$ cat config.mk
export PLATFORM = sky130hd
export DESIGN_NAME = host_event_status_flags
export DESIGN_NICKNAME = d
export VERILOG_FILES = /design/src/logic/host_event_pkg.sv /design/src/logic/reg_access_if.sv /design/src/logic/host_event_status_flags.sv /design/src/logic/list_done_combiner.sv /design/src/logic/axil_reg_slave.sv
export VERILOG_INCLUDE_DIRS = /design/src /design/src/logic
export SDC_FILE = /design/constraint.sdc
export NUM_CORES = 1
export LEC_CHECK = 0
export ABC_AREA = 1
export BUFFER_PORTS_ARGS = -buffer_cell sky130_fd_sc_hd__clkbuf_2
export CAP_MARGIN = 5
export CORE_MARGIN = 4
export CORE_UTILIZATION = 36
export DETAILED_ROUTE_END_ITERATION = 7
export SLEW_MARGIN = 10
export SYNTH_ARGS = -nofsm -noshare
export SYNTH_HDL_FRONTEND = slang
export SYNTH_SLANG_ARGS = --single-unit
$ cat constraint.sdc
create_clock -name aclk -period 1.6 [get_ports aclk]
set_input_delay 0.08 -clock aclk [delete_from_list [all_inputs] [get_ports aclk]]
set_output_delay 0.08 -clock aclk [all_outputs]
set_load 0.01 [all_outputs]
$ cat src/logic/host_event_regs.svh
// Function
// - Set dual-role event flag, bit 10, on each dual-role event; zero means none seen.
// - Interrupt line driven by a flag only while its enable bit is one.
// - Set isochronous done flag, bit 9, on one done or AND/OR mask match.
// - Set async list done flag, bit 8, on one done or AND/OR mask match.
// - Set interrupt list done flag, bit 7, on one done or AND/OR mask match.
// - Set clock stable flag, bit 6, once internal clocks run steadily.
// - Set host suspend flag, bit 5, when host controller enters suspend.
// - Set DMA end flag, bit 3, when a DMA transfer finishes.
// - Set frame start flag, bit 1, on every host start-of-frame event.
// - Enable register at 0x314 gates the interrupt line bit for bit.
`ifndef HOST_EVENT_REGS_SVH
`define HOST_EVENT_REGS_SVH

// ----------------------------------------------------------------
// register byte offsets
// ----------------------------------------------------------------
`define HEF_OFS_FLAGS       12'h310
`define HEF_OFS_ENABLES     12'h314
`define HEF_OFS_ISO_AND     12'h320
`define HEF_OFS_ISO_OR      12'h324
`define HEF_OFS_ASYNC_AND   12'h328
`define HEF_OFS_ASYNC_OR    12'h32c
`define HEF_OFS_INT_AND     12'h330
`define HEF_OFS_INT_OR      12'h334
`define HEF_OFS_LEVELS      12'h338

// ----------------------------------------------------------------
// flag bit positions
// ----------------------------------------------------------------
`define HEF_BIT_DUAL_ROLE   10
`define HEF_BIT_ISO_DONE    9
`define HEF_BIT_ASYNC_DONE  8
`define HEF_BIT_INT_DONE    7
`define HEF_BIT_CLK_STABLE  6
`define HEF_BIT_SUSPEND     5
`define HEF_BIT_DMA_END     3
`define HEF_BIT_FRAME_START 1

// bits that exist; everything else is reserved and reads zero
`define HEF_DEFINED_MASK    32'h0000_07ea

// ----------------------------------------------------------------
// reset values and bus answers
// ----------------------------------------------------------------
`define HEF_RESET_FLAGS     32'h0000_0000
`define HEF_RESET_ENABLES   32'h0000_0000
`define HEF_RESET_MASK      32'h0000_0000
`define HEF_RESP_OKAY       2'h0
`define HEF_RESP_SLVERR     2'h2

`endif

$ cat src/logic/host_event_pkg.sv
package host_event_pkg;
	typedef logic [31:0] word_t;
	typedef logic [3:0]  strb_t;
	typedef logic [1:0]  resp_t;
endpackage

$ cat src/logic/reg_access_if.sv
`timescale 1ns/1ns
interface reg_access_if;
	logic                 wr;
	logic [11:0]          waddr;
	host_event_pkg::word_t wdata;
	host_event_pkg::strb_t wstrb;
	logic                 wr_ok;
	logic [11:0]          raddr;
	host_event_pkg::word_t rdata;
	logic                 rd_ok;

	modport bus_end (
		output wr,
		output waddr,
		output wdata,
		output wstrb,
		output raddr,
		input  wr_ok,
		input  rdata,
		input  rd_ok
	);
	modport reg_end (
		input  wr,
		input  waddr,
		input  wdata,
		input  wstrb,
		input  raddr,
		output wr_ok,
		output rdata,
		output rd_ok
	);
endinterface // reg_access_if

$ cat src/logic/host_event_status_flags.sv
// Chosen here: register access over AXI4-Lite.
`timescale 1ns/1ns
`include "host_event_regs.svh"
module host_event_status_flags #(
	parameter int DESC_COUNT = 32
) (
	input  wire logic                  aclk,
	input  wire logic                  aresetn,
	input  wire logic [11:0]           s_axi_awaddr,
	input  wire logic                  s_axi_awvalid,
	output logic                       s_axi_awready,
	input  wire logic [31:0]           s_axi_wdata,
	input  wire logic [3:0]            s_axi_wstrb,
	input  wire logic                  s_axi_wvalid,
	output logic                       s_axi_wready,
	output logic [1:0]                 s_axi_bresp,
	output logic                       s_axi_bvalid,
	input  wire logic                  s_axi_bready,
	input  wire logic [11:0]           s_axi_araddr,
	input  wire logic                  s_axi_arvalid,
	output logic                       s_axi_arready,
	output logic [31:0]                s_axi_rdata,
	output logic [1:0]                 s_axi_rresp,
	output logic                       s_axi_rvalid,
	input  wire logic                  s_axi_rready,
	input  wire logic                  dual_role_event,
	input  wire logic [DESC_COUNT-1:0] iso_desc_done,
	input  wire logic [DESC_COUNT-1:0] async_desc_done,
	input  wire logic [DESC_COUNT-1:0] int_desc_done,
	input  wire logic                  clocks_stable,
	input  wire logic                  host_suspended,
	input  wire logic                  dma_transfer_done,
	input  wire logic                  frame_start,
	output logic                       irq
);

	// ----------------------------------------------------------------
	// helpers
	// ----------------------------------------------------------------
	function automatic host_event_pkg::word_t strb_bits(host_event_pkg::strb_t s);
		strb_bits = {{8{s[3]}}, {8{s[2]}}, {8{s[1]}}, {8{s[0]}}};
	endfunction

	function automatic host_event_pkg::word_t merge(
		host_event_pkg::word_t old_val,
		host_event_pkg::word_t new_val,
		host_event_pkg::strb_t s
	);
		merge = (old_val & ~strb_bits(s)) | (new_val & strb_bits(s));
	endfunction

	// ----------------------------------------------------------------
	// register bus
	// ----------------------------------------------------------------
	reg_access_if regs ();

	axil_reg_slave u_slave (
		.aclk          (aclk),
		.aresetn       (aresetn),
		.s_axi_awaddr  (s_axi_awaddr),
		.s_axi_awvalid (s_axi_awvalid),
		.s_axi_awready (s_axi_awready),
		.s_axi_wdata   (s_axi_wdata),
		.s_axi_wstrb   (s_axi_wstrb),
		.s_axi_wvalid  (s_axi_wvalid),
		.s_axi_wready  (s_axi_wready),
		.s_axi_bresp   (s_axi_bresp),
		.s_axi_bvalid  (s_axi_bvalid),
		.s_axi_bready  (s_axi_bready),
		.s_axi_araddr  (s_axi_araddr),
		.s_axi_arvalid (s_axi_arvalid),
		.s_axi_arready (s_axi_arready),
		.s_axi_rdata   (s_axi_rdata),
		.s_axi_rresp   (s_axi_rresp),
		.s_axi_rvalid  (s_axi_rvalid),
		.s_axi_rready  (s_axi_rready),
		.regs          (regs)
	);

	// ----------------------------------------------------------------
	// state
	// ----------------------------------------------------------------
	host_event_pkg::word_t host_event_flags, next_host_event_flags;
	host_event_pkg::word_t host_event_enables, next_host_event_enables;
	logic [DESC_COUNT-1:0] iso_and_mask, next_iso_and_mask;
	logic [DESC_COUNT-1:0] iso_or_mask, next_iso_or_mask;
	logic [DESC_COUNT-1:0] async_and_mask, next_async_and_mask;
	logic [DESC_COUNT-1:0] async_or_mask, next_async_or_mask;
	logic [DESC_COUNT-1:0] int_and_mask, next_int_and_mask;
	logic [DESC_COUNT-1:0] int_or_mask, next_int_or_mask;
	logic                  clk_sync_a, clk_sync_b, clk_seen;
	logic                  next_clk_sync_a, next_clk_sync_b, next_clk_seen;
	logic                  susp_seen, next_susp_seen;
	logic                  next_irq;
	host_event_pkg::word_t set_vec, clear_vec;
	logic                  iso_hit, async_hit, int_hit;
	logic [DESC_COUNT-1:0] iso_pending, async_pending, int_pending;

	// ----------------------------------------------------------------
	// descriptor completion combining
	// ----------------------------------------------------------------
	list_done_combiner #(.DESC_COUNT(DESC_COUNT)) u_iso (
		.aclk     (aclk),
		.aresetn  (aresetn),
		.done_vec (iso_desc_done),
		.and_mask (iso_and_mask),
		.or_mask  (iso_or_mask),
		.hit      (iso_hit),
		.pending  (iso_pending)
	);

	list_done_combiner #(.DESC_COUNT(DESC_COUNT)) u_async (
		.aclk     (aclk),
		.aresetn  (aresetn),
		.done_vec (async_desc_done),
		.and_mask (async_and_mask),
		.or_mask  (async_or_mask),
		.hit      (async_hit),
		.pending  (async_pending)
	);

	list_done_combiner #(.DESC_COUNT(DESC_COUNT)) u_int (
		.aclk     (aclk),
		.aresetn  (aresetn),
		.done_vec (int_desc_done),
		.and_mask (int_and_mask),
		.or_mask  (int_or_mask),
		.hit      (int_hit),
		.pending  (int_pending)
	);

	// ----------------------------------------------------------------
	// event sources
	// ----------------------------------------------------------------
	always_comb begin
		// clock status comes from the clock generator, outside this domain
		next_clk_sync_a = clocks_stable;
		next_clk_sync_b = clk_sync_a;
		next_clk_seen   = clk_sync_b;
		next_susp_seen  = host_suspended;
		set_vec = 32'h0000_0000;
		set_vec[`HEF_BIT_DUAL_ROLE]   = dual_role_event;
		set_vec[`HEF_BIT_ISO_DONE]    = iso_hit;
		set_vec[`HEF_BIT_ASYNC_DONE]  = async_hit;
		set_vec[`HEF_BIT_INT_DONE]    = int_hit;
		set_vec[`HEF_BIT_CLK_STABLE]  = clk_sync_b && !clk_seen;
		set_vec[`HEF_BIT_SUSPEND]     = host_suspended && !susp_seen;
		set_vec[`HEF_BIT_DMA_END]     = dma_transfer_done;
		set_vec[`HEF_BIT_FRAME_START] = frame_start;
	end

	always_ff @(posedge aclk) begin
		if (!aresetn) begin
			clk_sync_a <= 1'b0;
			clk_sync_b <= 1'b0;
			clk_seen   <= 1'b0;
			susp_seen  <= 1'b0;
		end else begin
			clk_sync_a <= next_clk_sync_a;
			clk_sync_b <= next_clk_sync_b;
			clk_seen   <= next_clk_seen;
			susp_seen  <= next_susp_seen;
		end
	end

	// ----------------------------------------------------------------
	// register writes and flag update
	// ----------------------------------------------------------------
	always_comb begin
		next_host_event_enables = host_event_enables;
		next_iso_and_mask       = iso_and_mask;
		next_iso_or_mask        = iso_or_mask;
		next_async_and_mask     = async_and_mask;
		next_async_or_mask      = async_or_mask;
		next_int_and_mask       = int_and_mask;
		next_int_or_mask        = int_or_mask;
		clear_vec               = 32'h0000_0000;
		regs.wr_ok              = 1'b1;
		if (regs.waddr == `HEF_OFS_FLAGS) begin
			// reserved bits are not stored, so a careless write cannot set them
			clear_vec = regs.wr ? (regs.wdata & strb_bits(regs.wstrb)) : 32'h0000_0000;
		end else if (regs.waddr == `HEF_OFS_ENABLES) begin
			if (regs.wr) begin
				next_host_event_enables = merge(host_event_enables, regs.wdata, regs.wstrb)
					& `HEF_DEFINED_MASK;
			end
		end else if (regs.waddr == `HEF_OFS_ISO_AND) begin
			if (regs.wr) begin
				next_iso_and_mask = DESC_COUNT'(merge(32'(iso_and_mask), regs.wdata, regs.wstrb));
			end
		end else if (regs.waddr == `HEF_OFS_ISO_OR) begin
			if (regs.wr) begin
				next_iso_or_mask = DESC_COUNT'(merge(32'(iso_or_mask), regs.wdata, regs.wstrb));
			end
		end else if (regs.waddr == `HEF_OFS_ASYNC_AND) begin
			if (regs.wr) begin
				next_async_and_mask = DESC_COUNT'(merge(32'(async_and_mask), regs.wdata,
					regs.wstrb));
			end
		end else if (regs.waddr == `HEF_OFS_ASYNC_OR) begin
			if (regs.wr) begin
				next_async_or_mask = DESC_COUNT'(merge(32'(async_or_mask), regs.wdata,
					regs.wstrb));
			end
		end else if (regs.waddr == `HEF_OFS_INT_AND) begin
			if (regs.wr) begin
				next_int_and_mask = DESC_COUNT'(merge(32'(int_and_mask), regs.wdata, regs.wstrb));
			end
		end else if (regs.waddr == `HEF_OFS_INT_OR) begin
			if (regs.wr) begin
				next_int_or_mask = DESC_COUNT'(merge(32'(int_or_mask), regs.wdata, regs.wstrb));
			end
		end else if (regs.waddr == `HEF_OFS_LEVELS) begin
			regs.wr_ok = 1'b1;
		end else begin
			regs.wr_ok = 1'b0;
		end
		// an event in the same cycle as its clear wins over the clear
		next_host_event_flags = ((host_event_flags & ~clear_vec) | set_vec)
			& `HEF_DEFINED_MASK;
		next_irq = |(next_host_event_flags & next_host_event_enables);
	end

	always_ff @(posedge aclk) begin
		if (!aresetn) begin
			host_event_flags   <= `HEF_RESET_FLAGS;
			host_event_enables <= `HEF_RESET_ENABLES;
			iso_and_mask       <= DESC_COUNT'(`HEF_RESET_MASK);
			iso_or_mask        <= DESC_COUNT'(`HEF_RESET_MASK);
			async_and_mask     <= DESC_COUNT'(`HEF_RESET_MASK);
			async_or_mask      <= DESC_COUNT'(`HEF_RESET_MASK);
			int_and_mask       <= DESC_COUNT'(`HEF_RESET_MASK);
			int_or_mask        <= DESC_COUNT'(`HEF_RESET_MASK);
			irq                <= 1'b0;
		end else begin
			host_event_flags   <= next_host_event_flags;
			host_event_enables <= next_host_event_enables;
			iso_and_mask       <= next_iso_and_mask;
			iso_or_mask        <= next_iso_or_mask;
			async_and_mask     <= next_async_and_mask;
			async_or_mask      <= next_async_or_mask;
			int_and_mask       <= next_int_and_mask;
			int_or_mask        <= next_int_or_mask;
			irq                <= next_irq;
		end
	end

	// ----------------------------------------------------------------
	// read mux
	// ----------------------------------------------------------------
	always_comb begin
		regs.rdata = 32'h0000_0000;
		regs.rd_ok = 1'b1;
		if (regs.raddr == `HEF_OFS_FLAGS) begin
			regs.rdata = host_event_flags;
		end else if (regs.raddr == `HEF_OFS_ENABLES) begin
			regs.rdata = host_event_enables;
		end else if (regs.raddr == `HEF_OFS_ISO_AND) begin
			regs.rdata = 32'(iso_and_mask);
		end else if (regs.raddr == `HEF_OFS_ISO_OR) begin
			regs.rdata = 32'(iso_or_mask);
		end else if (regs.raddr == `HEF_OFS_ASYNC_AND) begin
			regs.rdata = 32'(async_and_mask);
		end else if (regs.raddr == `HEF_OFS_ASYNC_OR) begin
			regs.rdata = 32'(async_or_mask);
		end else if (regs.raddr == `HEF_OFS_INT_AND) begin
			regs.rdata = 32'(int_and_mask);
		end else if (regs.raddr == `HEF_OFS_INT_OR) begin
			regs.rdata = 32'(int_or_mask);
		end else if (regs.raddr == `HEF_OFS_LEVELS) begin
			// live levels: bit0 clocks stable, bit1 suspended, bit2 irq,
			// bits 3..5 an AND group of iso/async/int has partial progress
			regs.rdata = {26'h0, (|int_pending), (|async_pending), (|iso_pending),
				irq, susp_seen, clk_seen};
		end else begin
			regs.rd_ok = 1'b0;
		end
	end

endmodule // host_event_status_flags

$ cat src/logic/list_done_combiner.sv
`timescale 1ns/1ns
module list_done_combiner #(
	parameter int DESC_COUNT = 32
) (
	input  wire logic                  aclk,
	input  wire logic                  aresetn,
	input  wire logic [DESC_COUNT-1:0] done_vec,
	input  wire logic [DESC_COUNT-1:0] and_mask,
	input  wire logic [DESC_COUNT-1:0] or_mask,
	output logic                       hit,
	output logic [DESC_COUNT-1:0]      pending
);
	logic [DESC_COUNT-1:0] next_pending;
	logic                  next_hit;
	logic                  and_hit;

	always_comb begin
		next_pending = (pending | (done_vec & and_mask)) & and_mask;
		and_hit      = (and_mask != '0) && ((next_pending & and_mask) == and_mask);
		// the whole AND group has to finish again before the next hit
		if (and_hit) begin
			next_pending = '0;
		end
		if ((and_mask == '0) && (or_mask == '0)) begin
			next_hit = |done_vec;
		end else begin
			next_hit = and_hit || (|(done_vec & or_mask));
		end
	end

	always_ff @(posedge aclk) begin
		if (!aresetn) begin
			pending <= '0;
			hit     <= 1'b0;
		end else begin
			pending <= next_pending;
			hit     <= next_hit;
		end
	end
endmodule // list_done_combiner

$ cat src/logic/axil_reg_slave.sv
`timescale 1ns/1ns
`include "host_event_regs.svh"
module axil_reg_slave (
	input  wire logic                   aclk,
	input  wire logic                   aresetn,
	input  wire logic [11:0]            s_axi_awaddr,
	input  wire logic                   s_axi_awvalid,
	output logic                        s_axi_awready,
	input  wire logic [31:0]            s_axi_wdata,
	input  wire logic [3:0]             s_axi_wstrb,
	input  wire logic                   s_axi_wvalid,
	output logic                        s_axi_wready,
	output logic [1:0]                  s_axi_bresp,
	output logic                        s_axi_bvalid,
	input  wire logic                   s_axi_bready,
	input  wire logic [11:0]            s_axi_araddr,
	input  wire logic                   s_axi_arvalid,
	output logic                        s_axi_arready,
	output logic [31:0]                 s_axi_rdata,
	output logic [1:0]                  s_axi_rresp,
	output logic                        s_axi_rvalid,
	input  wire logic                   s_axi_rready,
	reg_access_if.bus_end               regs
);
	logic                  aw_held, next_aw_held, next_awready;
	logic                  w_held, next_w_held, next_wready;
	logic [11:0]           aw_addr, next_aw_addr;
	host_event_pkg::word_t w_data, next_w_data;
	host_event_pkg::strb_t w_strb, next_w_strb;
	logic                  next_bvalid, next_rvalid, next_arready;
	host_event_pkg::resp_t next_bresp, next_rresp;
	host_event_pkg::word_t next_rdata;
	logic                  do_write, ar_fire;

	assign do_write    = aw_held && w_held && !s_axi_bvalid;
	assign ar_fire     = s_axi_arvalid && s_axi_arready;
	assign regs.wr     = do_write;
	assign regs.waddr  = aw_addr;
	assign regs.wdata  = w_data;
	assign regs.wstrb  = w_strb;
	assign regs.raddr  = s_axi_araddr;

	always_comb begin
		next_aw_addr = aw_addr;
		next_w_data  = w_data;
		next_w_strb  = w_strb;
		next_aw_held = aw_held && !do_write;
		next_w_held  = w_held && !do_write;
		if (s_axi_awvalid && s_axi_awready) begin
			next_aw_held = 1'b1;
			next_aw_addr = s_axi_awaddr;
		end
		if (s_axi_wvalid && s_axi_wready) begin
			next_w_held = 1'b1;
			next_w_data = s_axi_wdata;
			next_w_strb = s_axi_wstrb;
		end
		next_awready = !next_aw_held;
		next_wready  = !next_w_held;
		next_bvalid  = s_axi_bvalid && !s_axi_bready;
		next_bresp   = s_axi_bresp;
		if (do_write) begin
			next_bvalid = 1'b1;
			next_bresp  = regs.wr_ok ? `HEF_RESP_OKAY : `HEF_RESP_SLVERR;
		end
		next_rvalid = s_axi_rvalid && !s_axi_rready;
		next_rdata  = s_axi_rdata;
		next_rresp  = s_axi_rresp;
		if (ar_fire) begin
			next_rvalid = 1'b1;
			next_rdata  = regs.rdata;
			next_rresp  = regs.rd_ok ? `HEF_RESP_OKAY : `HEF_RESP_SLVERR;
		end
		// one read outstanding: accept the next address only once rdata is gone
		next_arready = !next_rvalid;
	end

	always_ff @(posedge aclk) begin
		if (!aresetn) begin
			aw_held       <= 1'b0;
			w_held        <= 1'b0;
			aw_addr       <= 12'h000;
			w_data        <= 32'h0000_0000;
			w_strb        <= 4'h0;
			s_axi_awready <= 1'b1;
			s_axi_wready  <= 1'b1;
			s_axi_bvalid  <= 1'b0;
			s_axi_bresp   <= `HEF_RESP_OKAY;
			s_axi_arready <= 1'b1;
			s_axi_rvalid  <= 1'b0;
			s_axi_rdata   <= 32'h0000_0000;
			s_axi_rresp   <= `HEF_RESP_OKAY;
		end else begin
			aw_held       <= next_aw_held;
			w_held        <= next_w_held;
			aw_addr       <= next_aw_addr;
			w_data        <= next_w_data;
			w_strb        <= next_w_strb;
			s_axi_awready <= next_awready;
			s_axi_wready  <= next_wready;
			s_axi_bvalid  <= next_bvalid;
			s_axi_bresp   <= next_bresp;
			s_axi_arready <= next_arready;
			s_axi_rvalid  <= next_rvalid;
			s_axi_rdata   <= next_rdata;
			s_axi_rresp   <= next_rresp;
		end
	end
endmodule // axil_reg_slave

Word level (Yosys, flattened, before mapping) --
Cells that the tools add are included.
Storage, ports and cells: flip-flop bits (word level) 427, output and inout port bits 42, word-level logic and storage cells 194
Operators by class: equality and inequality tests 21, muxes and demuxes 41, bitwise gates (word level) 43, reduce and logical (&&, ||, !) cells 57
Operator list (number):
- bitwise AND 32 bit | 19
- two-way mux 32 bit | 11
- OR reduction 32 bit | 10
- bitwise OR 32 bit | 9
- == test 12 x 10 -> 1 bit (second input constant) | 18
- zero test 32 bit | 6
- == test 32 bit | 3
- nonzero test 32 bit | 3
- bitwise AND 11 x 32 -> 32 bit | 1
- inverter 32 bit | 1
- two-way mux 1 bit | 25
- bitwise AND 11 bit | 2
- two-way mux 11 bit | 2
- bitwise OR 11 bit | 2
- logical AND 1 bit | 17
- inverter 11 bit | 1
- zero test 1 bit | 9
- AND reduction 9 bit | 1
- inverter 1 bit | 8
- AND reduction 8 bit | 1
- AND reduction 7 bit | 1
- two-way mux 6 bit | 1
- AND reduction 6 bit | 1
- OR reduction 2 bit | 3
- other kinds (4) | 7

Longest topological paths before layout --
Gate-level depths: netlist of the first run.
word-level depth 11, mapped depth 16, gate-level depth less buffers 16

Modules after synthesis --
A second synthesis of the first run with hierarchy kept.
Second synthesis, totals: cells, all modules 2876, area, all modules 19874.1 um^2
By module, submodules not included:
- host_event_status_flags | instances 1, cells each 1420, area each 10358.7 um^2
- list_done_combiner | instances 3, cells each 351, area each 2093.3 um^2
- axil_reg_slave | instances 1, cells each 403, area each 3235.6 um^2

Worst setup path before layout of the first run --
Ideal clock, no wire load.
path type register to register, from register u_slave.s_axi_bvalid, to register with a tool-made name, arrival 1649 ps, data required time 1481 ps, setup slack -168 ps, stages on the path, launching flop included 12, buffers on the path 1, clock period less this slack 1768 ps, cell sequence dfxtp_1 > nor2_1 > nand2_1 > clkinv_1 > nand2_1 > nor3_4 > o21ai_2 > nor2_4 > nand2_2 > buf_4 > o21ai_1 > a21oi_1
RTL lines:
- start: declaration | RTL line axil_reg_slave.sv:14 | output logic s_axi_bvalid,
- start signal: assignment | RTL line axil_reg_slave.sv:101 | s_axi_bvalid <= next_bvalid;

==> results of run 1 <==
## per-stage QoR
stage / util / std cells / total power [uW] / area [um^2] / worst slack, ns
floorplan: - / 2512 / 11100 / 18400 / -0.0855
global placement: 0.458 / 3687 / 12200 / 23000 / -0.713
detailed placement: 0.458 / 3687 / 12200 / 23000 / -0.699
CTS: 0.535 / 3949 / 23300 / 26800 / -0.335
global route: 0.557 / 3975 / 24100 / 28000 / -0.446
finish: 0.557 / 3975 / 23300 / 28000 / -0.382
## cell type report
cell class	count	area, um^2
Clock buffer	69	1400
Clock inverter	14	149
Inverter	322	1210
Fill cell	4610	22200
Tap cell	672	841
Sequential cell	401	8070
Multi-Input combinational cell	1692	9720
Timing Repair Buffer	805	6580
## power by group through the flow
stage	registers, uW	logic, uW	clock network, uW
2_1_floorplan	10500	653	0
3_3_place_gp	10600	1560	0
3_5_place_dp	10600	1580	0
4_1_cts	10400	1980	10900
5_1_grt	10400	2300	11300
6_report	10400	2140	10800
## worst max-delay path, stage by stage, from the launching register on
cell and delay [ns]:
dfxtp_2 0.33, nor2_4 0.12, nand3_4 0.13, buf_6 0.15, buf_6 0.12, nor4_4 0.32
inv_2 0.11, nor2_4 0.23, buf_12 0.19, a21oi_1 0.08, nor2_1 0.14
## path summary, 6_finish.rpt
check	endpoint	cells past startpoint	slack, ns
setup reg to reg	flop	10	-0.38
setup / recovery	flop	10	-0.38
hold reg to reg	clk_sync_b	2	0.42
hold / removal	u_iso.pending[31]	4	0.02
## logic make-up after synthesis
| kind of cell | count (synthesis) | share of synthesized area |
|---|---|---|
| simple gates | 876 | 0.225 |
| other cells | 1 | 0.000205 |
| buf+inv | 429 | 0.0954 |
| flops | 401 | 0.440 |
| compound gates | 804 | 0.239 |
## metal layers
metal | track usage | wire length, um
met1 | 0.348 | 32400
met2 | 0.483 | 38700
met3 | 0.0406 | 5390
met4 | 0.0917 | 2760
met5 | 0 | 13
## Yosys cell counts (14+ instances only)
master,count,share of area
dfxtp_1,401,0.44
a21oi_1,329,0.090
o21ai_0,323,0.089
inv_1,310,0.064
nand2_1,294,0.060
nor2_1,252,0.052
nor3_1,113,0.031
nor4_1,70,0.024
clkbuf_1,69,0.014
nand4_1,58,0.020
o21ai_1,36,0.0099
a211oi_1,31,0.013
nand3_1,30,0.0082
a22o_1,21,0.010
a221oi_1,16,0.0077
nand2_2,16,0.0055
buf_2,15,0.0041
o211ai_1,15,0.0062
buf_4,14,0.0058
## repair_timing
| action | CTS | global route |
|---|---|---|
| gates cloned | 5 | 13 |
| gates resized for setup | 134 | 248 |
| endpoints found under the setup margin | 313 | 331 |
| hold endpoints to repair | 160 | 0 |
| buffers inserted | 15 | 13 |
| pin swaps | 29 | 54 |
| hold buffers | 161 | 0 |
==> metrics.txt, run 1 <==
status=finished with violations; failing checks=negative setup slack; Routability Congestion=0.979; first-pass GRT wire length=116 mm; antenna diode count=0; period utilization=1.24; unrepaired setup endpoints after global routing=true; Pint=17400 uW; GRT Total Usage=0.276; Setup TNS=-73.88 ns; crit path max fanout=16; Die Ht=233 um; P_sw=5910 uW; Max Slew Vio Count=0; vias per std cell=5.32; hold slack=0.0244 ns; minimum clock period after layout=1.98 ns; largest net degree at the start of global routing=46; Max IR drop VDD=725 uV; HP Start=iso_desc_done[31]; core area=0.0502 mm^2; nets=3435; die width=233 um; most common cell after layout, fill and taps aside=dfxtp_1; max-cap violation count=0; grt total ovfl=0; final setup margin=-0.382 ns; Clk Latency, worst-skew pair=0.60 ns; CTS H-tree lvls=2; Crit Path Class=flop to flop; Worst-Margin Slew=0.584 ns; Synth Warn #=0; TritonRoute pass-1 iters=6; count of cell types in the netlist=44; Worst-path clk slew=0.06 ns; sequential share of the synthesized area=0.440; clock sinks=401; DRC viols=0; Net Sw Frac=0.253; initial DRC count=1553; vias in the first global route=20500; reg2reg start=u_slave.regs.waddr[11]; Mapped Area=0.0183 mm^2; I/O pins=210; Area Overhead vs Synth=53.2%; HP Class=input pin to flop; buffers added on ports=207; CTS Buf Count=45; combinational share of power=0.092; syn_area_per_cell=7.27 um^2; Lkg Pwr=0.0113 uW; setup violators final=308; clock buffer depth=3; share of layout cells above drive strength 1=0.303; sequential group share of total power=0.446; initial antenna violation count=1; CP Data Required Time=2.12 ns; asr flop ratio synth=0; most frequent cells in the layout=dfxtp_1, buf_4, inv_1; row count=82; top_reg_cell synth=dfxtp_1; number of synthesized register bits=401; P per Cell Area=834 mW/mm^2; Clk pwr share=0.462; WL per Instance=19.9 um; Slew headroom=0.607; Critical Path Source Type=flop; Critical path origin=u_slave.regs.waddr[11]; highest clock rate=0.505 GHz; Post-Route WL=79.3 mm; detailed placement HPWL=59.1 mm; remaining antenna violation count after routing=0; DR vias=21100; Post-synth EDFFs=0; clock root cell=clkbuf_16; final hold viol count=0; CP arrival=2.50 ns; CTS tree=done; die area=0.0544 mm^2; Setup crit end kind=flop; Clock Skew=0.0294 ns; Initial Utilization=0.364; Synth Instances=2511
(Power assumes the default switching activity.)
==> inputs of run 2 (changes only) <==
==> constraint.sdc (replaced) <==
create_clock -name aclk -period 1.6 [get_ports aclk]
set_input_delay 0.24 -clock aclk [delete_from_list [all_inputs] [get_ports aclk]]
set_output_delay 0.24 -clock aclk [all_outputs]
set_load 0.01 [all_outputs]
==> run 2 against run 1 <==
  * The flow finishes with violations (negative hold slack, negative setup slack)
  * Sequential power about the same
  * First-iteration DRC count up 13%
  * Clock power is essentially flat
  * Final cell count down 2.3%
  * Setup slack worse by 0.034 ns
  * Critical path depth grew 4
  * Non-clock buffer count is 90 lower
  * Die area is the same
  * Critical path type unchanged
==> metrics.txt, run 2 (synthesis gave the netlist of run 1 again) <==
status=finished with violations (unchanged); failing checks=negative hold slack, negative setup slack (was negative setup slack); Clk Latency, worst-skew pair=0.60 ns (about the same); CTS tree=done (unchanged); period utilization=1.26 (was 1.24); unrepaired setup endpoints after global routing=true (unchanged); vias per std cell=5.33 (was 5.32); Worst-Margin Slew=0.694 ns (was 0.584 ns); hold slack=-0.0114 ns (was 0.0244 ns); clock sinks=401 (unchanged); clock root cell=clkbuf_16 (unchanged); Lkg Pwr=0.0107 uW (was 0.0113 uW); Post-Route WL=77.8 mm (was 79.3 mm); CP Data Required Time=2.07 ns (was 2.12 ns); initial DRC count=1752 (was 1553); DRC viols=0 (unchanged); WL per Instance=20.0 um (was 19.9 um); setup violators final=311 (was 308); CTS Buf Count=47 (was 45); minimum clock period after layout=2.02 ns (was 1.98 ns); combinational share of power=0.084 (was 0.092); fin area=0.0264 mm^2 (was 0.0280 mm^2); worst-path cell chain=nor2_4, nand3_4, buf_4, buf_6, buf_6, nor3_1, buf_4, nor4_4, buf_4, nand2_4, nor2_4, buf_12, a21oi_1, nor2_1 (was nor2_4, nand3_4, buf_6, buf_6, nor4_4, inv_2, nor2_4, buf_12, a21oi_1, nor2_1); Setup TNS=-79.76 ns (was -73.88 ns); remaining antenna violation count after routing=0 (unchanged); Worst-path clk slew=0.06 ns (about the same); dpl ws=-0.823 ns (was -0.699 ns); row count=82 (unchanged); core area=0.0502 mm^2 (unchanged); TritonRoute pass-1 iters=6 (unchanged); most used cell, CP=buf_4; Area Overhead vs Synth=44.5% (was 53.2%); die area=0.0544 mm^2 (unchanged); Initial Utilization=0.364 (unchanged); highest clock rate=0.496 GHz (was 0.505 GHz); Net Sw Frac=0.255 (was 0.253); cell family with most CP delay=buffers and inverters (was simple AND/OR/NAND/NOR gates); dpl cells=3714 (was 3687); Max Slew Vio Count=0 (unchanged); Setup crit end kind=flop (unchanged); final hold viol count=1 (was 0); Buf+Inv Stages, Crit Path=6 (was 4); Max IR drop VDD=720 uV (was 725 uV); final setup margin=-0.416 ns (was -0.382 ns); met3 GRT Util=0.0416 (was 0.0406); Die Ht=233 um (unchanged); Pint=17100 uW (was 17400 uW); Clock Skew=0.0253 ns (was 0.0294 ns); CTS H-tree lvls=2 (unchanged); P_sw=5840 uW (was 5910 uW); Slew headroom=0.533 (was 0.607); first-pass GRT wire length=116 mm (about the same); Crit-path slowest cell=dfxtp_2 (unchanged); Critical Path Source Type=flop (unchanged); Crit Path Class=flop to flop (unchanged); GRT Total Usage=0.277 (was 0.276); area post-placement=0.0233 mm^2 (was 0.0230 mm^2); largest net degree at the start of global routing=69 (was 46); share of layout cells above drive strength 1=0.287 (was 0.303); buffers added on ports=207 (unchanged); fin cells=3882 (was 3975); Filler Cell Count=4829 (was 4610); clock buffer depth=3 (unchanged); detailed placement HPWL=60.6 mm (was 59.1 mm); CP arrival=2.48 ns (was 2.50 ns); Critical Path Max Stage Delay=0.33 ns (about the same); max-cap violation count=0 (unchanged); HP Class=input pin to flop (unchanged); busiest grt layer=met2 (unchanged); most common cell after layout, fill and taps aside=buf_4 (was dfxtp_1); Routability Congestion=0.960 (was 0.979); M2 GR Usage=0.483 (about the same); initial antenna violation count=1 (unchanged); DR vias=20700 (was 21100); grt total ovfl=0 (unchanged); die width=233 um (unchanged); sequential group share of total power=0.454 (was 0.446); Clk pwr share=0.461 (was 0.462); most frequent cells in the layout=buf_4, dfxtp_1, inv_1 (was dfxtp_1, buf_4, inv_1); P per Cell Area=868 mW/mm^2 (was 834 mW/mm^2); crit path max fanout=27 (was 16); I/O pins=210 (unchanged); vias in the first global route=20100 (was 20500); nets=3342 (was 3435); GR Util met1=0.345 (was 0.348)
-- run 2: cell types whose count changed in the layout (fill, tap and decap cells not counted), moves of 6 or more --
cell           change
dlygate4sd3_1    -100
buf_4             +36
o21ai_1           +34
o21ai_2           -28
buf_6             -23
a21oi_1           +21
a21oi_2           -20
a211oi_1           +8
a211oi_2           -8
clkbuf_8           -8
dfxtp_1            +7
buf_12             +6
-- run 2: metal layers --
metal	wire (um)	part of all wire	vias up
met2	37900	0.49	771
met3	4800	0.062	185
met1	31900	0.41	9763
met4	3180	0.041	2
met5	7	0.000090	-
li1	-	-	9966
-- run 2: power groups by stage --
stage | registers, uW | logic, uW | clock network (uW)
after global placement | 10600 | 1650 | 0
after floorplan | 10500 | 661 | 0
after global routing | 10400 | 2070 | 11100
after detailed placement | 10600 | 1670 | 0
after CTS | 10400 | 1860 | 10700
final | 10400 | 1930 | 10600
-- run 2: path summary, 6_finish.rpt --
kind	endpoint	cells after the start	from	slack (ns)
worst min-delay path	u_slave.regs.wdata[3]	3	s_axi_wdata[3]	-0.01
worst min register to register	clk_sync_b	2	clk_sync_a	0.41
worst max-delay path	flop	14	u_slave.regs.waddr[10]	-0.42
worst max register to register	flop	14	u_slave.regs.waddr[10]	-0.42
-- run 2: layout make-up --
cell class | count | area (um^2) | share of cell area
tap | 672 | 841 | 0.0319
multi-input combinational | 1687 | 9260 | 0.351
antenna | 1 | 2.50 | 0.0000949
inverter | 322 | 1210 | 0.0460
sequential | 401 | 8050 | 0.305
timing repair buffer | 715 | 5520 | 0.209
clock inverter | 16 | 115 | 0.00436
clock buffer | 68 | 1380 | 0.0522
-- run 2: through the flow --
step | utilization | total power (uW)
floorplan | - | 11200
global placement | 0.464 | 12200
detailed placement | 0.464 | 12300
CTS | 0.516 | 22900
global route | 0.526 | 23500
finish | 0.526 | 22900
-- run 2: timing repair --
action	CTS	global route
hold endpoints to repair	62	0
setup endpoints to repair	310	334
hold buffers	61	0
pin swaps	14	14
setup buffers	8	10
gates cloned	3	4
gates resized for setup	93	120
-- run 2: worst reg2reg max path, stage by stage, from the launching register on --
cell and delay (ns):
dfxtp_2 0.33, nor2_4 0.12, nand3_4 0.10, buf_4 0.16, buf_6 0.11, buf_6 0.12, nor3_1 0.12, buf_4 0.14
nor4_4 0.03, buf_4 0.17, nand2_4 0.06, nor2_4 0.04, buf_12 0.16, a21oi_1 0.16, nor2_1 0.06
==> inputs of run 3 (changes only) <==
Settings changed: CORE_MARGIN 4 to 2.
==> run 3 against run 2 <==
  * Clock power is 11% higher
  * Critical path depth shrank 5
  * Wire length up 1.9%
  * Largest cell class unchanged
  * Largest power group unchanged
  * Sequential cell count unchanged
  * Global-route usage grew 1.3 points
  * Combinational power up 5%
  * Non-clock buffer count increased by 23
  * The flow finishes with violations (negative setup slack)
==> metrics.txt, run 3 (synthesis gave the netlist of run 1 again) <==
grt total ovfl=0 (unchanged); clock sinks=401 (unchanged); Worst-Margin Slew=0.832 ns (was 0.694 ns); minimum clock period after layout=1.98 ns (was 2.02 ns); highest clock rate=0.505 GHz (was 0.496 GHz); status=finished with violations (unchanged); hold slack=0.00749 ns (was -0.0114 ns); Area Overhead vs Synth=50.5% (was 44.5%); die area=0.0525 mm^2 (was 0.0544 mm^2); initial DRC count=1667 (was 1752); detailed placement HPWL=59.8 mm (was 60.6 mm); fin area=0.0275 mm^2 (was 0.0264 mm^2); buffers added on ports=207 (unchanged); vias in the first global route=20400 (was 20100); HP Class=input pin to flop (unchanged); antenna diode count=0 (was 1); Initial Utilization=0.365 (was 0.364); period utilization=1.24 (was 1.26); nets=3370 (was 3342); fin cells=3909 (was 3882); failing checks=negative setup slack (was negative hold slack, negative setup slack); Critical Path Source Type=flop (unchanged); WL per Instance=20.3 um (was 20.0 um); setup violators final=311 (unchanged); I/O pins=210 (unchanged); initial antenna violation count=0 (was 1); final hold viol count=0 (was 1); largest net degree at the start of global routing=60 (was 69); CP arrival=2.46 ns (was 2.48 ns); Clock Skew=0.0141 ns (was 0.0253 ns); post-layout util=0.549 (was 0.526); CTS H-tree lvls=2 (unchanged); Post-Route WL=79.3 mm (was 77.8 mm); row count=82 (unchanged); first-pass GRT wire length=118 mm (was 116 mm); CTS tree=done (unchanged); die width=229 um (was 233 um); area post-placement=0.0232 mm^2 (was 0.0233 mm^2); Crit Path Class=flop to flop (unchanged); P per Cell Area=881 mW/mm^2 (was 868 mW/mm^2); TritonRoute pass-1 iters=5 (was 6); CP Data Required Time=2.08 ns (was 2.07 ns); clock root cell=clkbuf_16 (unchanged); remaining antenna violation count after routing=0 (unchanged); most frequent cells in the layout=buf_4, dfxtp_1, inv_1 (unchanged); most common cell after layout, fill and taps aside=buf_4 (unchanged); Worst-path clk slew=0.06 ns (about the same); DRC viols=0 (unchanged); DR vias=20900 (was 20700); Setup crit end kind=flop (unchanged); Slew headroom=0.439 (was 0.533); final setup margin=-0.380 ns (was -0.416 ns); Lkg Pwr=0.0111 uW (was 0.0107 uW); CTS Buf Count=47 (unchanged); core area=0.0501 mm^2 (was 0.0502 mm^2); max-cap violation count=0 (unchanged); share of layout cells above drive strength 1=0.335 (was 0.287); Max IR drop VDD=646 uV (was 720 uV); dpl ws=-0.646 ns (was -0.823 ns); GRT Total Usage=0.289 (was 0.277); Routability Congestion=1.01 (was 0.960); dpl cells=3707 (was 3714); crit path max fanout=8 (was 27); clock buffer depth=3 (unchanged); Max Slew Vio Count=0 (unchanged); unrepaired setup endpoints after global routing=true (unchanged); vias per std cell=5.34 (was 5.33); Clk Latency, worst-skew pair=0.60 ns (about the same); Die Ht=229 um (was 233 um)
==> run 3: cell types whose count changed in the layout (fill, tap and decap cells not counted), moves of 6 or more <==
cell       previous run  this run
a211oi_2              0         6
a21oi_1             293       270
o21ai_2              12        78
buf_4               391       400
a211oi_1             31        25
o21ai_1             112        67
a21oi_2              36        58
nor2_1              237       216
buf_6                24        30
bufinv_16             1         7
o21ai_0             236       212
clkbuf_8              8        14
nor2_2               11        29
clkbuf_1             11         4
==> run 3: what timing repair did <==
| action | CTS | global route |
|---|---|---|
| resized for setup | 154 | 259 |
| endpoints found under the hold margin | 67 | 0 |
| hold buffers | 65 | 0 |
| setup endpoints to repair | 310 | 327 |
| pin swaps | 32 | 60 |
| gates cloned | 7 | 9 |
| buffers inserted | 31 | 10 |
==> run 3: layout make-up <==
type                    instances  area [um^2]
clock inverters                18          287
flip-flops and latches        401         8060
fillers                      4722        22600
clock buffers                  66         1410
inverters                     322         1220
well taps                     672          841
repair buffers                738         5790
multi-input cells            1692         9870
==> run 3: critical path: stages (launching register included) <==
cell	delay [ns]
dfxtp_4	0.36
inv_4	0.06
nor3_4	0.03
nor4_2	0.33
nand4_1	0.23
nor2_2	0.23
nand3b_1	0.18
nand2_4	0.19
clkbuf_16	0.20
nor2_1	0.04
==> run 3: per-layer routing <==
layer,up-vias,track usage,part of all wire
met5,-,0,0
met3,164,0.0387,0.056
li1,10000,-,-
met2,736,0.509,0.49
met4,0,0.102,0.037
met1,9963,0.362,0.42
==> run 3: path summary, 6_finish.rpt <==
path | startpoint | to | slack (ns) | cells after the start
worst min register to register | clk_sync_a | clk_sync_b | 0.42 | 2
worst min-delay path | s_axi_wdata[8] | u_slave.regs.wdata[8] | 0.007 | 3
worst max-delay path | flop | u_iso.pending[20] | -0.38 | 9
worst max register to register | flop | u_iso.pending[20] | -0.38 | 9
==> run 3: through the flow <==
step | total power (uW) | TNS [ns]
after floorplan | 11200 | -4.24
after global placement | 12200 | -90.52
after detailed placement | 12200 | -108.44
after CTS | 24200 | -72.56
after global routing | 24800 | -113.36
final | 24200 | -82.12
==> run 3: where the power goes <==
part | switching [uW] | internal [uW] | total, uW
sequential | 285 | 10100 | 10400
clock | 4500 | 7250 | 11800
combinational | 1210 | 815 | 2030
